## config.mk

```make
export PLATFORM = sky130hd
export DESIGN_NAME = rtb_core
export DESIGN_NICKNAME = d
export VERILOG_FILES = /design/src/common/rtb_pkg.sv /design/src/core/rtb_core.sv
export VERILOG_INCLUDE_DIRS = /design/src /design/src/common
export SDC_FILE = /design/constraint.sdc
export NUM_CORES = 1
export LEC_CHECK = 0
export BUFFER_PORTS_ARGS = -buffer_cell sky130_fd_sc_hd__buf_2
export CORE_MARGIN = 3
export CORE_UTILIZATION = 55
export CTS_CLUSTER_SIZE = 12
export DETAILED_ROUTE_END_ITERATION = 8
export GPL_ROUTABILITY_DRIVEN = 0
export HOLD_SLACK_MARGIN = 0.06
export PLACE_DENSITY = 0.8
export SLEW_MARGIN = 0
export SYNTH_ARGS = -nofsm -noshare
export SYNTH_HDL_FRONTEND = slang
export SYNTH_SLANG_ARGS = --single-unit
```

## constraint.sdc

```tcl
create_clock -name pclk -period 25.8 [get_ports pclk]
set_input_delay 2.58 -clock pclk [delete_from_list [all_inputs] [get_ports pclk]]
set_output_delay 2.58 -clock pclk [all_outputs]
set_load 0.005 [all_outputs]
```

## src/common/rtb_map.svh

```systemverilog
`ifndef RTB_MAP_SVH
`define RTB_MAP_SVH
// Register indices; byte address is index times four
`define RTB_IDX_PHASE_LO 8'h24
`define RTB_IDX_PHASE_HI 8'h25
`define RTB_IDX_DC_LO 8'h26
`define RTB_IDX_DC_HI 8'h27
`define RTB_IDX_FACTORY 8'h28
`define RTB_IDX_TXGAIN 8'h29
`define RTB_IDX_HIST_LO 8'h2a
`define RTB_IDX_HIST_HI 8'h2b
`define RTB_IDX_HOLD_LO 8'h2c
`define RTB_IDX_HOLD_HI 8'h2d
`define RTB_IDX_LOCK 8'h2e
`define RTB_IDX_UPPER_LO 8'h30
`define RTB_IDX_UPPER_HI 8'h31
`define RTB_IDX_LOWER_LO 8'h32
`define RTB_IDX_LOWER_HI 8'h33
`define RTB_IDX_QUAL_LO 8'h34
`define RTB_IDX_QUAL_HI 8'h35
`define RTB_IDX_UNIT_LO 8'h36
`define RTB_IDX_UNIT_HI 8'h37
`define RTB_IDX_SETPT_LO 8'h38
`define RTB_IDX_SETPT_HI 8'h39
`define RTB_IDX_CTRL 8'h40
`define RTB_IDX_IRQ_STAT 8'h41
`define RTB_IDX_IRQ_CLR 8'h42
`define RTB_IDX_IRQ_EN 8'h43
`define RTB_IDX_CNT_LO 8'h44
`define RTB_IDX_CNT_HI 8'h45
`define RTB_IDX_SYNC_STAT 8'h46
// Field positions
`define RTB_GAIN_MSB 5
`define RTB_GAIN_LSB 2
`define RTB_CTRL_AUTO_SYNC 0
`define RTB_CTRL_EQ_SEL 1
`define RTB_CTRL_TWO_LEVEL 2
`define RTB_IRQ_FE_HIGH 0
`define RTB_IRQ_FE_LOW 1
`define RTB_IRQ_LOW_SNR 2
`define RTB_IRQ_SYNC 3
// Reset values and timing counts
`define RTB_RST16 16'h0000
`define RTB_RST8 8'h00
`define RTB_PAUSE_SYMBOLS 3'h5
`define RTB_DESCR_CYCLES 8'h17
`define RTB_ONES_CYCLES 8'h80
`endif

```

## src/common/rtb_pkg.sv

```systemverilog
package rtb_pkg;
	typedef struct packed {
		logic symbol_valid;
		logic signed [15:0] phase_det;
		logic signed [15:0] rx_raw;
		logic signed [15:0] dfe_out;
		logic signed [15:0] dagc_out;
		logic signed [15:0] ep_correction;
		logic signed [15:0] far_end_meter;
		logic signed [15:0] snr_meter;
		logic meter_valid;
		logic scr_bit;
		logic det_bit;
	} rtb_dsp_in_s;
	typedef struct packed {
		logic signed [15:0] phase_corr;
		logic signed [15:0] rx_corr;
		logic signed [15:0] ep_corr_out;
		logic signed [2:0] symbol;
		logic signed [15:0] slicer_err;
		logic signed [15:0] dagc_err;
		logic [3:0] tx_gain;
		logic hist_hit;
		logic [1:0] scr_mode;
	} rtb_dsp_out_s;
	typedef enum logic [3:0] {
		RTB_SYNC_OFF = 4'h1,
		RTB_SYNC_DESCR = 4'h2,
		RTB_SYNC_ONES = 4'h4,
		RTB_SYNC_DONE = 4'h8
	} rtb_sync_e;
	typedef logic signed [15:0] rtb_word_t;
endpackage

```

## src/core/rtb_core.sv

```systemverilog
// Design decision made here: the APB slave port.
`timescale 1ns/1ps
`default_nettype none
`include "rtb_map.svh"
module rtb_core #(
	parameter logic [3:0] FACTORY_TRIM = 4'h0 // Arbitrary value
) (
	input wire logic pclk, // Clock
	input wire logic presetn, // Async reset, low
	input wire logic psel, // APB select
	input wire logic penable, // APB enable
	input wire logic pwrite, // APB write
	input wire logic [11:0] paddr, // APB byte address
	input wire logic [31:0] pwdata, // APB write data
	output logic [31:0] prdata, // APB read data
	output logic pready, // APB ready
	output logic pslverr, // APB error
	input wire rtb_pkg::rtb_dsp_in_s dsp_in, // Datapath samples
	output rtb_pkg::rtb_dsp_out_s dsp_out, // Corrected datapath
	output logic irq // Level interrupt
);
	function automatic rtb_pkg::rtb_word_t mag16(input rtb_pkg::rtb_word_t v);
		mag16 = v[15] ? -v : v;
	endfunction

	logic [15:0] phase_error_offset;
	logic [15:0] receive_dc_trim;
	logic [7:0] transmit_level_adjust;
	logic [15:0] error_count_level;
	logic [15:0] predictor_hold_level;
	logic [7:0] descrambler_lock_level;
	logic [15:0] remote_level_upper_limit;
	logic [15:0] remote_level_lower_limit;
	logic [15:0] quality_alarm_limit;
	logic [15:0] unit_symbol_level;
	logic [15:0] gain_loop_setpoint;
	logic [7:0] ctrl;
	logic [3:0] irq_status;
	logic [3:0] irq_enable;
	logic [15:0] hist_count;
	logic [7:0] wr_low_stage;
	logic [7:0] rd_high_stage;
	logic [2:0] pause_left;
	logic [7:0] phase_cnt;
	logic [7:0] match_cnt;
	rtb_pkg::rtb_sync_e sync_state;
	rtb_pkg::rtb_sync_e next_sync_state;

	logic [7:0] idx;
	logic setup;
	logic wr_en;
	logic mapped;
	logic [15:0] wr_word;
	logic [7:0] rd_byte;
	logic [3:0] clr_mask;
	logic [3:0] irq_events;
	logic sync_event;
	logic auto_sync;
	logic eq_select;
	logic two_level;
	rtb_pkg::rtb_word_t slice_thr;
	rtb_pkg::rtb_word_t scaled;
	rtb_pkg::rtb_word_t err_now;
	rtb_pkg::rtb_word_t err_mag;
	logic signed [2:0] sym_now;
	logic hold_hit;
	logic hist_hit_now;
	logic match;

	assign idx = paddr[9:2];
	assign setup = psel & ~penable;
	assign wr_en = psel & penable & pready & pwrite;
	assign wr_word = {pwdata[7:0], wr_low_stage};
	assign auto_sync = ctrl[`RTB_CTRL_AUTO_SYNC];
	assign eq_select = ctrl[`RTB_CTRL_EQ_SEL];
	assign two_level = ctrl[`RTB_CTRL_TWO_LEVEL];
	assign match = dsp_in.scr_bit == dsp_in.det_bit;

	// Read decode; high halves come from the snapshot taken at low read
	always_comb
	begin
		rd_byte = `RTB_RST8;
		mapped = 1'b1;
		case (idx)
			`RTB_IDX_PHASE_LO: rd_byte = phase_error_offset[7:0];
			`RTB_IDX_DC_LO: rd_byte = receive_dc_trim[7:0];
			`RTB_IDX_HIST_LO: rd_byte = error_count_level[7:0];
			`RTB_IDX_HOLD_LO: rd_byte = predictor_hold_level[7:0];
			`RTB_IDX_UPPER_LO: rd_byte = remote_level_upper_limit[7:0];
			`RTB_IDX_LOWER_LO: rd_byte = remote_level_lower_limit[7:0];
			`RTB_IDX_QUAL_LO: rd_byte = quality_alarm_limit[7:0];
			`RTB_IDX_UNIT_LO: rd_byte = unit_symbol_level[7:0];
			`RTB_IDX_SETPT_LO: rd_byte = gain_loop_setpoint[7:0];
			`RTB_IDX_CNT_LO: rd_byte = hist_count[7:0];
			`RTB_IDX_PHASE_HI, `RTB_IDX_DC_HI, `RTB_IDX_HIST_HI,
			`RTB_IDX_HOLD_HI, `RTB_IDX_UPPER_HI, `RTB_IDX_LOWER_HI,
			`RTB_IDX_QUAL_HI, `RTB_IDX_UNIT_HI, `RTB_IDX_SETPT_HI,
			`RTB_IDX_CNT_HI: rd_byte = rd_high_stage;
			`RTB_IDX_FACTORY: rd_byte = {2'h0, FACTORY_TRIM, 2'h0};
			`RTB_IDX_TXGAIN: rd_byte = transmit_level_adjust;
			`RTB_IDX_LOCK: rd_byte = descrambler_lock_level;
			`RTB_IDX_CTRL: rd_byte = ctrl;
			`RTB_IDX_IRQ_STAT: rd_byte = {4'h0, irq_status};
			`RTB_IDX_IRQ_CLR: rd_byte = `RTB_RST8;
			`RTB_IDX_IRQ_EN: rd_byte = {4'h0, irq_enable};
			`RTB_IDX_SYNC_STAT: rd_byte = {4'h0, sync_state};
			default: mapped = 1'b0;
		endcase
	end

	// APB answer: data and ready registered in the setup cycle
	always_ff @(posedge pclk or negedge presetn)
	begin
		if (!presetn)
		begin
			pready <= 1'b0;
			pslverr <= 1'b0;
			prdata <= 32'h0000_0000;
		end
		else
		begin
			pready <= setup;
			pslverr <= setup & ~mapped;
			prdata <= (setup & ~pwrite) ? {24'h00_0000, rd_byte} : 32'h0;
		end
	end

	// Byte staging keeps each wide value whole
	always_ff @(posedge pclk or negedge presetn)
	begin
		if (!presetn)
		begin
			wr_low_stage <= `RTB_RST8;
			rd_high_stage <= `RTB_RST8;
		end
		else
		begin
			if (wr_en)
				wr_low_stage <= pwdata[7:0];
			if (setup & ~pwrite)
			begin
				case (idx)
					`RTB_IDX_PHASE_LO: rd_high_stage <= phase_error_offset[15:8];
					`RTB_IDX_DC_LO: rd_high_stage <= receive_dc_trim[15:8];
					`RTB_IDX_HIST_LO: rd_high_stage <= error_count_level[15:8];
					`RTB_IDX_HOLD_LO: rd_high_stage <= predictor_hold_level[15:8];
					`RTB_IDX_UPPER_LO:
						rd_high_stage <= remote_level_upper_limit[15:8];
					`RTB_IDX_LOWER_LO:
						rd_high_stage <= remote_level_lower_limit[15:8];
					`RTB_IDX_QUAL_LO: rd_high_stage <= quality_alarm_limit[15:8];
					`RTB_IDX_UNIT_LO: rd_high_stage <= unit_symbol_level[15:8];
					`RTB_IDX_SETPT_LO: rd_high_stage <= gain_loop_setpoint[15:8];
					`RTB_IDX_CNT_LO: rd_high_stage <= hist_count[15:8];
					default: rd_high_stage <= rd_high_stage;
				endcase
			end
		end
	end

	// Register writes; wide values commit on the high byte
	always_ff @(posedge pclk or negedge presetn)
	begin
		if (!presetn)
		begin
			phase_error_offset <= `RTB_RST16;
			receive_dc_trim <= `RTB_RST16;
			transmit_level_adjust <= `RTB_RST8;
			error_count_level <= `RTB_RST16;
			predictor_hold_level <= `RTB_RST16;
			descrambler_lock_level <= `RTB_RST8;
			remote_level_upper_limit <= `RTB_RST16;
			remote_level_lower_limit <= `RTB_RST16;
			quality_alarm_limit <= `RTB_RST16;
			unit_symbol_level <= `RTB_RST16;
			gain_loop_setpoint <= `RTB_RST16;
			ctrl <= `RTB_RST8;
			irq_enable <= 4'h0;
		end
		else if (wr_en)
		begin
			case (idx)
				`RTB_IDX_PHASE_HI: phase_error_offset <= wr_word;
				`RTB_IDX_DC_HI: receive_dc_trim <= wr_word;
				`RTB_IDX_TXGAIN: transmit_level_adjust <=
					{2'h0, pwdata[`RTB_GAIN_MSB:`RTB_GAIN_LSB], 2'h0};
				`RTB_IDX_HIST_HI: error_count_level <= wr_word;
				`RTB_IDX_HOLD_HI: predictor_hold_level <= wr_word;
				`RTB_IDX_LOCK: descrambler_lock_level <= {1'b0, pwdata[6:0]};
				`RTB_IDX_UPPER_HI: remote_level_upper_limit <= wr_word;
				`RTB_IDX_LOWER_HI: remote_level_lower_limit <= wr_word;
				`RTB_IDX_QUAL_HI: quality_alarm_limit <= wr_word;
				`RTB_IDX_UNIT_HI: unit_symbol_level <= wr_word;
				`RTB_IDX_SETPT_HI: gain_loop_setpoint <= wr_word;
				`RTB_IDX_CTRL: ctrl <= {5'h00, pwdata[2:0]};
				`RTB_IDX_IRQ_EN: irq_enable <= pwdata[3:0];
				default: ctrl <= ctrl;
			endcase
		end
	end

	// Slicer and symbol scaling
	always_comb
	begin
		slice_thr = rtb_pkg::rtb_word_t'(unit_symbol_level <<< 1);
		if (two_level)
			sym_now = dsp_in.dfe_out[15] ? -3'sd3 : 3'sd3;
		else if (dsp_in.dfe_out >= slice_thr)
			sym_now = 3'sd3;
		else if (dsp_in.dfe_out >= 16'sh0000)
			sym_now = 3'sd1;
		else if (dsp_in.dfe_out >= -slice_thr)
			sym_now = -3'sd1;
		else
			sym_now = -3'sd3;
		case (sym_now)
			3'sd3: scaled = rtb_pkg::rtb_word_t'(unit_symbol_level * 3);
			3'sd1: scaled = unit_symbol_level;
			-3'sd1: scaled = -unit_symbol_level;
			default: scaled = rtb_pkg::rtb_word_t'(-(unit_symbol_level * 3));
		endcase
		err_now = dsp_in.dfe_out - scaled;
		err_mag = mag16(err_now);
		hist_hit_now = err_mag > error_count_level;
		hold_hit = err_mag > predictor_hold_level;
	end

	// Hold timer for the predictor correction
	always_ff @(posedge pclk or negedge presetn)
	begin
		if (!presetn)
			pause_left <= 3'h0;
		else if (dsp_in.symbol_valid)
		begin
			if (hold_hit)
				pause_left <= `RTB_PAUSE_SYMBOLS - 3'h1;
			else if (pause_left != 3'h0)
				pause_left <= pause_left - 3'h1;
		end
	end

	// Histogram meter
	always_ff @(posedge pclk or negedge presetn)
	begin
		if (!presetn)
			hist_count <= `RTB_RST16;
		else if (dsp_in.symbol_valid && hist_hit_now && hist_count != 16'hffff)
			hist_count <= hist_count + 16'h0001;
	end

	// Automatic scrambler sync sequencer
	always_comb
	begin
		next_sync_state = sync_state;
		sync_event = 1'b0;
		case (sync_state)
			rtb_pkg::RTB_SYNC_OFF:
				if (auto_sync)
					next_sync_state = rtb_pkg::RTB_SYNC_DESCR;
			rtb_pkg::RTB_SYNC_DESCR:
				if (dsp_in.symbol_valid && phase_cnt == `RTB_DESCR_CYCLES - 8'h1)
					next_sync_state = rtb_pkg::RTB_SYNC_ONES;
			rtb_pkg::RTB_SYNC_ONES:
				if (match_cnt > descrambler_lock_level)
				begin
					next_sync_state = rtb_pkg::RTB_SYNC_DONE;
					sync_event = 1'b1;
				end
				else if (dsp_in.symbol_valid &&
					phase_cnt == `RTB_ONES_CYCLES - 8'h1)
					next_sync_state = rtb_pkg::RTB_SYNC_DESCR;
			rtb_pkg::RTB_SYNC_DONE:
				next_sync_state = rtb_pkg::RTB_SYNC_DONE;
			default:
				next_sync_state = rtb_pkg::RTB_SYNC_OFF;
		endcase
		if (!auto_sync)
			next_sync_state = rtb_pkg::RTB_SYNC_OFF;
	end

	always_ff @(posedge pclk or negedge presetn)
	begin
		if (!presetn)
		begin
			sync_state <= rtb_pkg::RTB_SYNC_OFF;
			phase_cnt <= 8'h00;
			match_cnt <= 8'h00;
		end
		else
		begin
			sync_state <= next_sync_state;
			if (next_sync_state != sync_state)
			begin
				phase_cnt <= 8'h00;
				match_cnt <= 8'h00;
			end
			else if (dsp_in.symbol_valid)
			begin
				phase_cnt <= phase_cnt + 8'h01;
				if (sync_state == rtb_pkg::RTB_SYNC_ONES && match)
					match_cnt <= match_cnt + 8'h01;
			end
		end
	end

	// Alarm events
	always_comb
	begin
		irq_events = 4'h0;
		irq_events[`RTB_IRQ_FE_HIGH] = dsp_in.meter_valid &&
			dsp_in.far_end_meter > rtb_pkg::rtb_word_t'(remote_level_upper_limit);
		irq_events[`RTB_IRQ_FE_LOW] = dsp_in.meter_valid &&
			dsp_in.far_end_meter < rtb_pkg::rtb_word_t'(remote_level_lower_limit);
		irq_events[`RTB_IRQ_LOW_SNR] = dsp_in.meter_valid &&
			dsp_in.snr_meter > rtb_pkg::rtb_word_t'(quality_alarm_limit);
		irq_events[`RTB_IRQ_SYNC] = sync_event;
		clr_mask = (wr_en && idx == `RTB_IDX_IRQ_CLR) ? pwdata[3:0] : 4'h0;
		if (auto_sync)
			clr_mask[`RTB_IRQ_SYNC] = 1'b0;
	end

	// Sticky status; a new event beats a clear in the same cycle
	always_ff @(posedge pclk or negedge presetn)
	begin
		if (!presetn)
		begin
			irq_status <= 4'h0;
			irq <= 1'b0;
		end
		else
		begin
			irq_status <= (irq_status & ~clr_mask) | irq_events;
			irq <= |(((irq_status & ~clr_mask) | irq_events) & irq_enable);
		end
	end

	// Corrected datapath outputs
	always_ff @(posedge pclk or negedge presetn)
	begin
		if (!presetn)
			dsp_out <= '0;
		else
		begin
			dsp_out.phase_corr <= dsp_in.phase_det -
				rtb_pkg::rtb_word_t'(phase_error_offset);
			dsp_out.rx_corr <= dsp_in.rx_raw -
				rtb_pkg::rtb_word_t'(receive_dc_trim);
			// Correction zeroed only; adaptation sees the raw input
			dsp_out.ep_corr_out <= (hold_hit && dsp_in.symbol_valid) ||
				pause_left != 3'h0 ? 16'sh0000 : dsp_in.ep_correction;
			dsp_out.symbol <= sym_now;
			dsp_out.slicer_err <= err_now;
			dsp_out.dagc_err <= eq_select ? err_now :
				mag16(dsp_in.dagc_out) -
				rtb_pkg::rtb_word_t'(gain_loop_setpoint);
			dsp_out.tx_gain <=
				transmit_level_adjust[`RTB_GAIN_MSB:`RTB_GAIN_LSB];
			dsp_out.hist_hit <= hist_hit_now && dsp_in.symbol_valid;
			case (sync_state)
				rtb_pkg::RTB_SYNC_DESCR: dsp_out.scr_mode <= 2'h1;
				rtb_pkg::RTB_SYNC_ONES, rtb_pkg::RTB_SYNC_DONE:
					dsp_out.scr_mode <= 2'h2;
				default: dsp_out.scr_mode <= 2'h0;
			endcase
		end
	end
endmodule
`default_nettype wire

```

==> flow_summary_export.csv <==
group,metric,value,unit
synth,synth-simple-area-share,16.1,%
timing,setup_viol,0,
finish,nNetsFinal,2921,
synth,gate_count_after_technology_mapping,2334,
finish,regMostFlops,"dsp_out",
die,die_width,203,um
synth,synth_seq_cells,322,
setup_path,maximum_single_stage_delay_on_the_critical_path,0.77,ns
clock_tree,cts_resized,0,
power,power.ir.vdd_worst,0.0000466,V
run,timing.max_cap.violations,0,
die,pin_count,290,
die,fp.dieH,203,um
timing,post-route-min-period,11.41,ns
clock_tree,post_cts_buffers,0,
global_route,antenna_violations_before_repair,2,
finish,max_ffs_per_register,90,
setup_path,crit_path_top_delay_cell,"sky130_fd_sc_hd__o31ai_1",
drt,first_pass_iters,7,
clock_tree,clk-insertion-delay-late,0.55,ns
power,power.switching,0.393,mW
timing,max_slew.worst_pin.slew,1.34,ns
clock_tree,cts_made_buffers,37,
synth,complex_gate_fraction_of_the_synthesized_area,17.1,%
synth,synthMuxAreaShare,3.73,%
synth,postSynth.topFlopCell,"sky130_fd_sc_hd__dfrtp_1",
drt,vias,18858,
clock_tree,cts_tree,"built",
synth,synth_xor_area_share,5.66,%
place,detailedPlacementHpwl,49900,um
setup_path,worstSetupPathType,"in2reg",
setup_path,critical_path_peak_fanout,16,
timing,rsz0062_at_grt,"false",
place,port_buffers,237,
synth,synth.largest_area_cell,"sky130_fd_sc_hd__dfrtp_1",
outcome,run_status,"finished, final reports clean",
finish,finalNonFillerCells,3077,
drt,post-route-drc-count,0,
timing,report.final.hold_viol_count,0,
hold_path,hold_class,"reg2reg",
setup_path,timing.critical_path.required,26.25,ns
drt,via_per_inst,6.13,
global_route,gr-total-overflow,0,
drt,drt-total-wl,65500,um
clock_tree,numClockSinks,322,
synth,syn_area,0.0213,mm2
power,internal-power,0.984,mW
synth,synth-edff-count,0,
power,combinationalPowerShare,18.0,%
power,p_clk_share,40.8,%
synth,synth.area.top_cells,"sky130_fd_sc_hd__dfrtp_1 (38%), sky130_fd_sc_hd__ha_1 (12%), sky130_fd_sc_hd__nand2_1 (4.4%)",
drt,ant_nets,0,
timing,finalSetupTns,0,ns
timing,slew_headroom,10.5,%
synth,synth_most_common_cell,"sky130_fd_sc_hd__dfrtp_1",
power,powerDensity,57.1,mW/mm2
drt,detailedRoute.firstIterationViolations,2092,
clock_tree,post_cts_hold_buffer_count,0,
global_route,grt.total_usage,31.4,%
clock_tree,cts_htree_levels,2,
synth,synthTopCellsByCount,"sky130_fd_sc_hd__dfrtp_1 (321), sky130_fd_sc_hd__nand2_1 (249), sky130_fd_sc_hd__inv_1 (226), sky130_fd_sc_hd__ha_1 (212), sky130_fd_sc_hd__o21ai_0 (181)",
power,p_sw_share,28.5,%
clock_tree,root_buffer,"sky130_fd_sc_hd__clkbuf_16",
setup_path,timing.critical_path.to_type,"flop",
finish,relative_area_change_from_synthesis_to_final_layout,13.2,%
timing,final-max-slew-violation-count,0,
synth,ys_types,98,
global_route,grt_first_pass_wirelength,102000,um
die,coreArea,0.0379,mm2
synth,yosysTopAreaCellShare,37.7,%
synth,synth_top_family_by_area,"compound AO/OA/AOI/OAI gates",
global_route,first_global_vias,18695,
synth,yosysWarningCount,0,
finish,ratio_of_cells_with_drive_above_1_in_the_final_layout,16.8,%
die,fp-row-count,71,
clock_tree,clkTransAtPathRegs,0.06,ns
drt,detail_route.wl_per_cell,21.3,um
setup_path,worst-endpoint-arrival,11.87,ns
synth,synth-seq-area-share,37.9,%
synth,postSynthAreaPerCell,9.12,um2
power,power_leakage,11.8,nW
timing,fmaxAchievable,87.6,MHz
synth,async_flop_share,100,%
timing,post_route_clock_skew,0.0142,ns
die,initial_core_util,56.1,%
place,dpl.cell_count,3011,
clock_tree,clk_path_buf_depth,3,
setup_path,setup.worst_path.start_class,"input pin",
timing,min_period_over_period,44.2,%
power,power_frac_seq,41.3,%
synth,synth_fa_ha_area_share,12.9,%
die,design.die.area,0.0411,mm2
global_route,grt_max_degree,118,
-- per-layer routing --
layer  global-route usage, %  share of wire (%)
met2                    50.2                 45
met5                       0              0.026
met4                    13.2                5.0
met1                    41.1                 39
met3                    7.62                 11
-- critical path, delay by kind of cell --
family | cells | cell delay (ns)
buffers and inverters | 2 | 0.29
adders and majority gates | 3 | 1.00
AOI/OAI and AO/OA | 21 | 5.06
and+or+nand+nor | 9 | 2.62
xor gates and xnor gates | 2 | 0.28
-- metrics by stage --
stage	util [%]	power [mW]	setup WS [ns]	hold WS (ns)	cell area (um2)
6_report	63.5	1.38	14.39	0.447	24100
5_1_grt	63.5	1.43	14.12	0.462	24100
4_1_cts	63.5	1.38	14.86	0.443	24100
3_3_place_gp	60.1	0.807	14.70	0.425	22800
2_1_floorplan	-	0.723	16.34	0.369	21400
3_5_place_dp	60.1	0.819	14.40	0.426	22800
-- layout make-up --
class,count,area [um2]
tap,511,639
timing repair buffer,253,1320
multi-input combinational,1698,11900
sequential,322,8060
clock inverter,9,155
clock buffer,56,1150
inverter,227,852
fill,3125,13800
antenna,1,2.50
-- path summary, 6_finish.rpt --
check / from / end / slack [ns] / depth (start not counted)
min reg2reg: transmit_level_adjust[2]$_DFFE_PN0P_ / dsp_out[3]$_DFF_PN0_ / 0.45 / 0
max in group asynchronous: presetn / match_cnt[1]$_DFFE_PN0P_ / 21.14 / 3
min: transmit_level_adjust[2]$_DFFE_PN0P_ / dsp_out[3]$_DFF_PN0_ / 0.45 / 0
max: dsp_in[75] / hist_count[10]$_DFFE_PN0P_ / 14.39 / 37
max reg2reg: unit_symbol_level[1]$_DFFE_PN0P_ / hist_count[10]$_DFFE_PN0P_ / 15.46 / 41
min in group asynchronous: presetn / dsp_out[80]$_DFF_PN0_ / 2.07 / 1
-- power groups by stage --
stage               logic, mW  clock network (mW)  registers [mW]
floorplan               0.160                   0           0.564
CTS                     0.245               0.567           0.567
global placement        0.232                   0           0.575
finish                  0.247               0.561           0.568
detailed placement      0.243                   0           0.576
global route            0.275               0.588           0.571
-- layout by cell type, fill, tap and decap left out, types with 16 or more instances in the layout --
cell | Yosys | layout
sky130_fd_sc_hd__o21ai_0 | 181 | 181
sky130_fd_sc_hd__inv_1 | 226 | 226
sky130_fd_sc_hd__o21a_1 | 26 | 26
sky130_fd_sc_hd__dfrtp_1 | 321 | 321
sky130_fd_sc_hd__xor2_1 | 45 | 45
sky130_fd_sc_hd__nand2b_1 | 16 | 16
sky130_fd_sc_hd__a21o_1 | 27 | 27
sky130_fd_sc_hd__a21oi_1 | 78 | 78
sky130_fd_sc_hd__ha_1 | 212 | 212
sky130_fd_sc_hd__clkbuf_16 | 0 | 39
sky130_fd_sc_hd__a221oi_1 | 16 | 16
sky130_fd_sc_hd__nor3_1 | 47 | 46
sky130_fd_sc_hd__nand2_1 | 249 | 249
sky130_fd_sc_hd__mux2_2 | 67 | 67
sky130_fd_sc_hd__a22oi_1 | 36 | 36
sky130_fd_sc_hd__conb_1 | 2 | 25
sky130_fd_sc_hd__buf_4 | 25 | 16
sky130_fd_sc_hd__buf_2 | 4 | 236
sky130_fd_sc_hd__a31oi_1 | 21 | 21
sky130_fd_sc_hd__and3_1 | 16 | 16
sky130_fd_sc_hd__nand3_1 | 48 | 48
sky130_fd_sc_hd__nor2b_1 | 37 | 37
sky130_fd_sc_hd__nand4_1 | 37 | 37
sky130_fd_sc_hd__xnor2_1 | 85 | 85
sky130_fd_sc_hd__nor2_1 | 170 | 170
-- cells by family after synthesis --
family,after synthesis
simple gates,708
compound gates,543
buf+inv,337
flops,322
fa+ha+maj,217
xor+xnor,134
mux,71
other cells,2
Note: power is estimated with default switching activity, not from simulation.
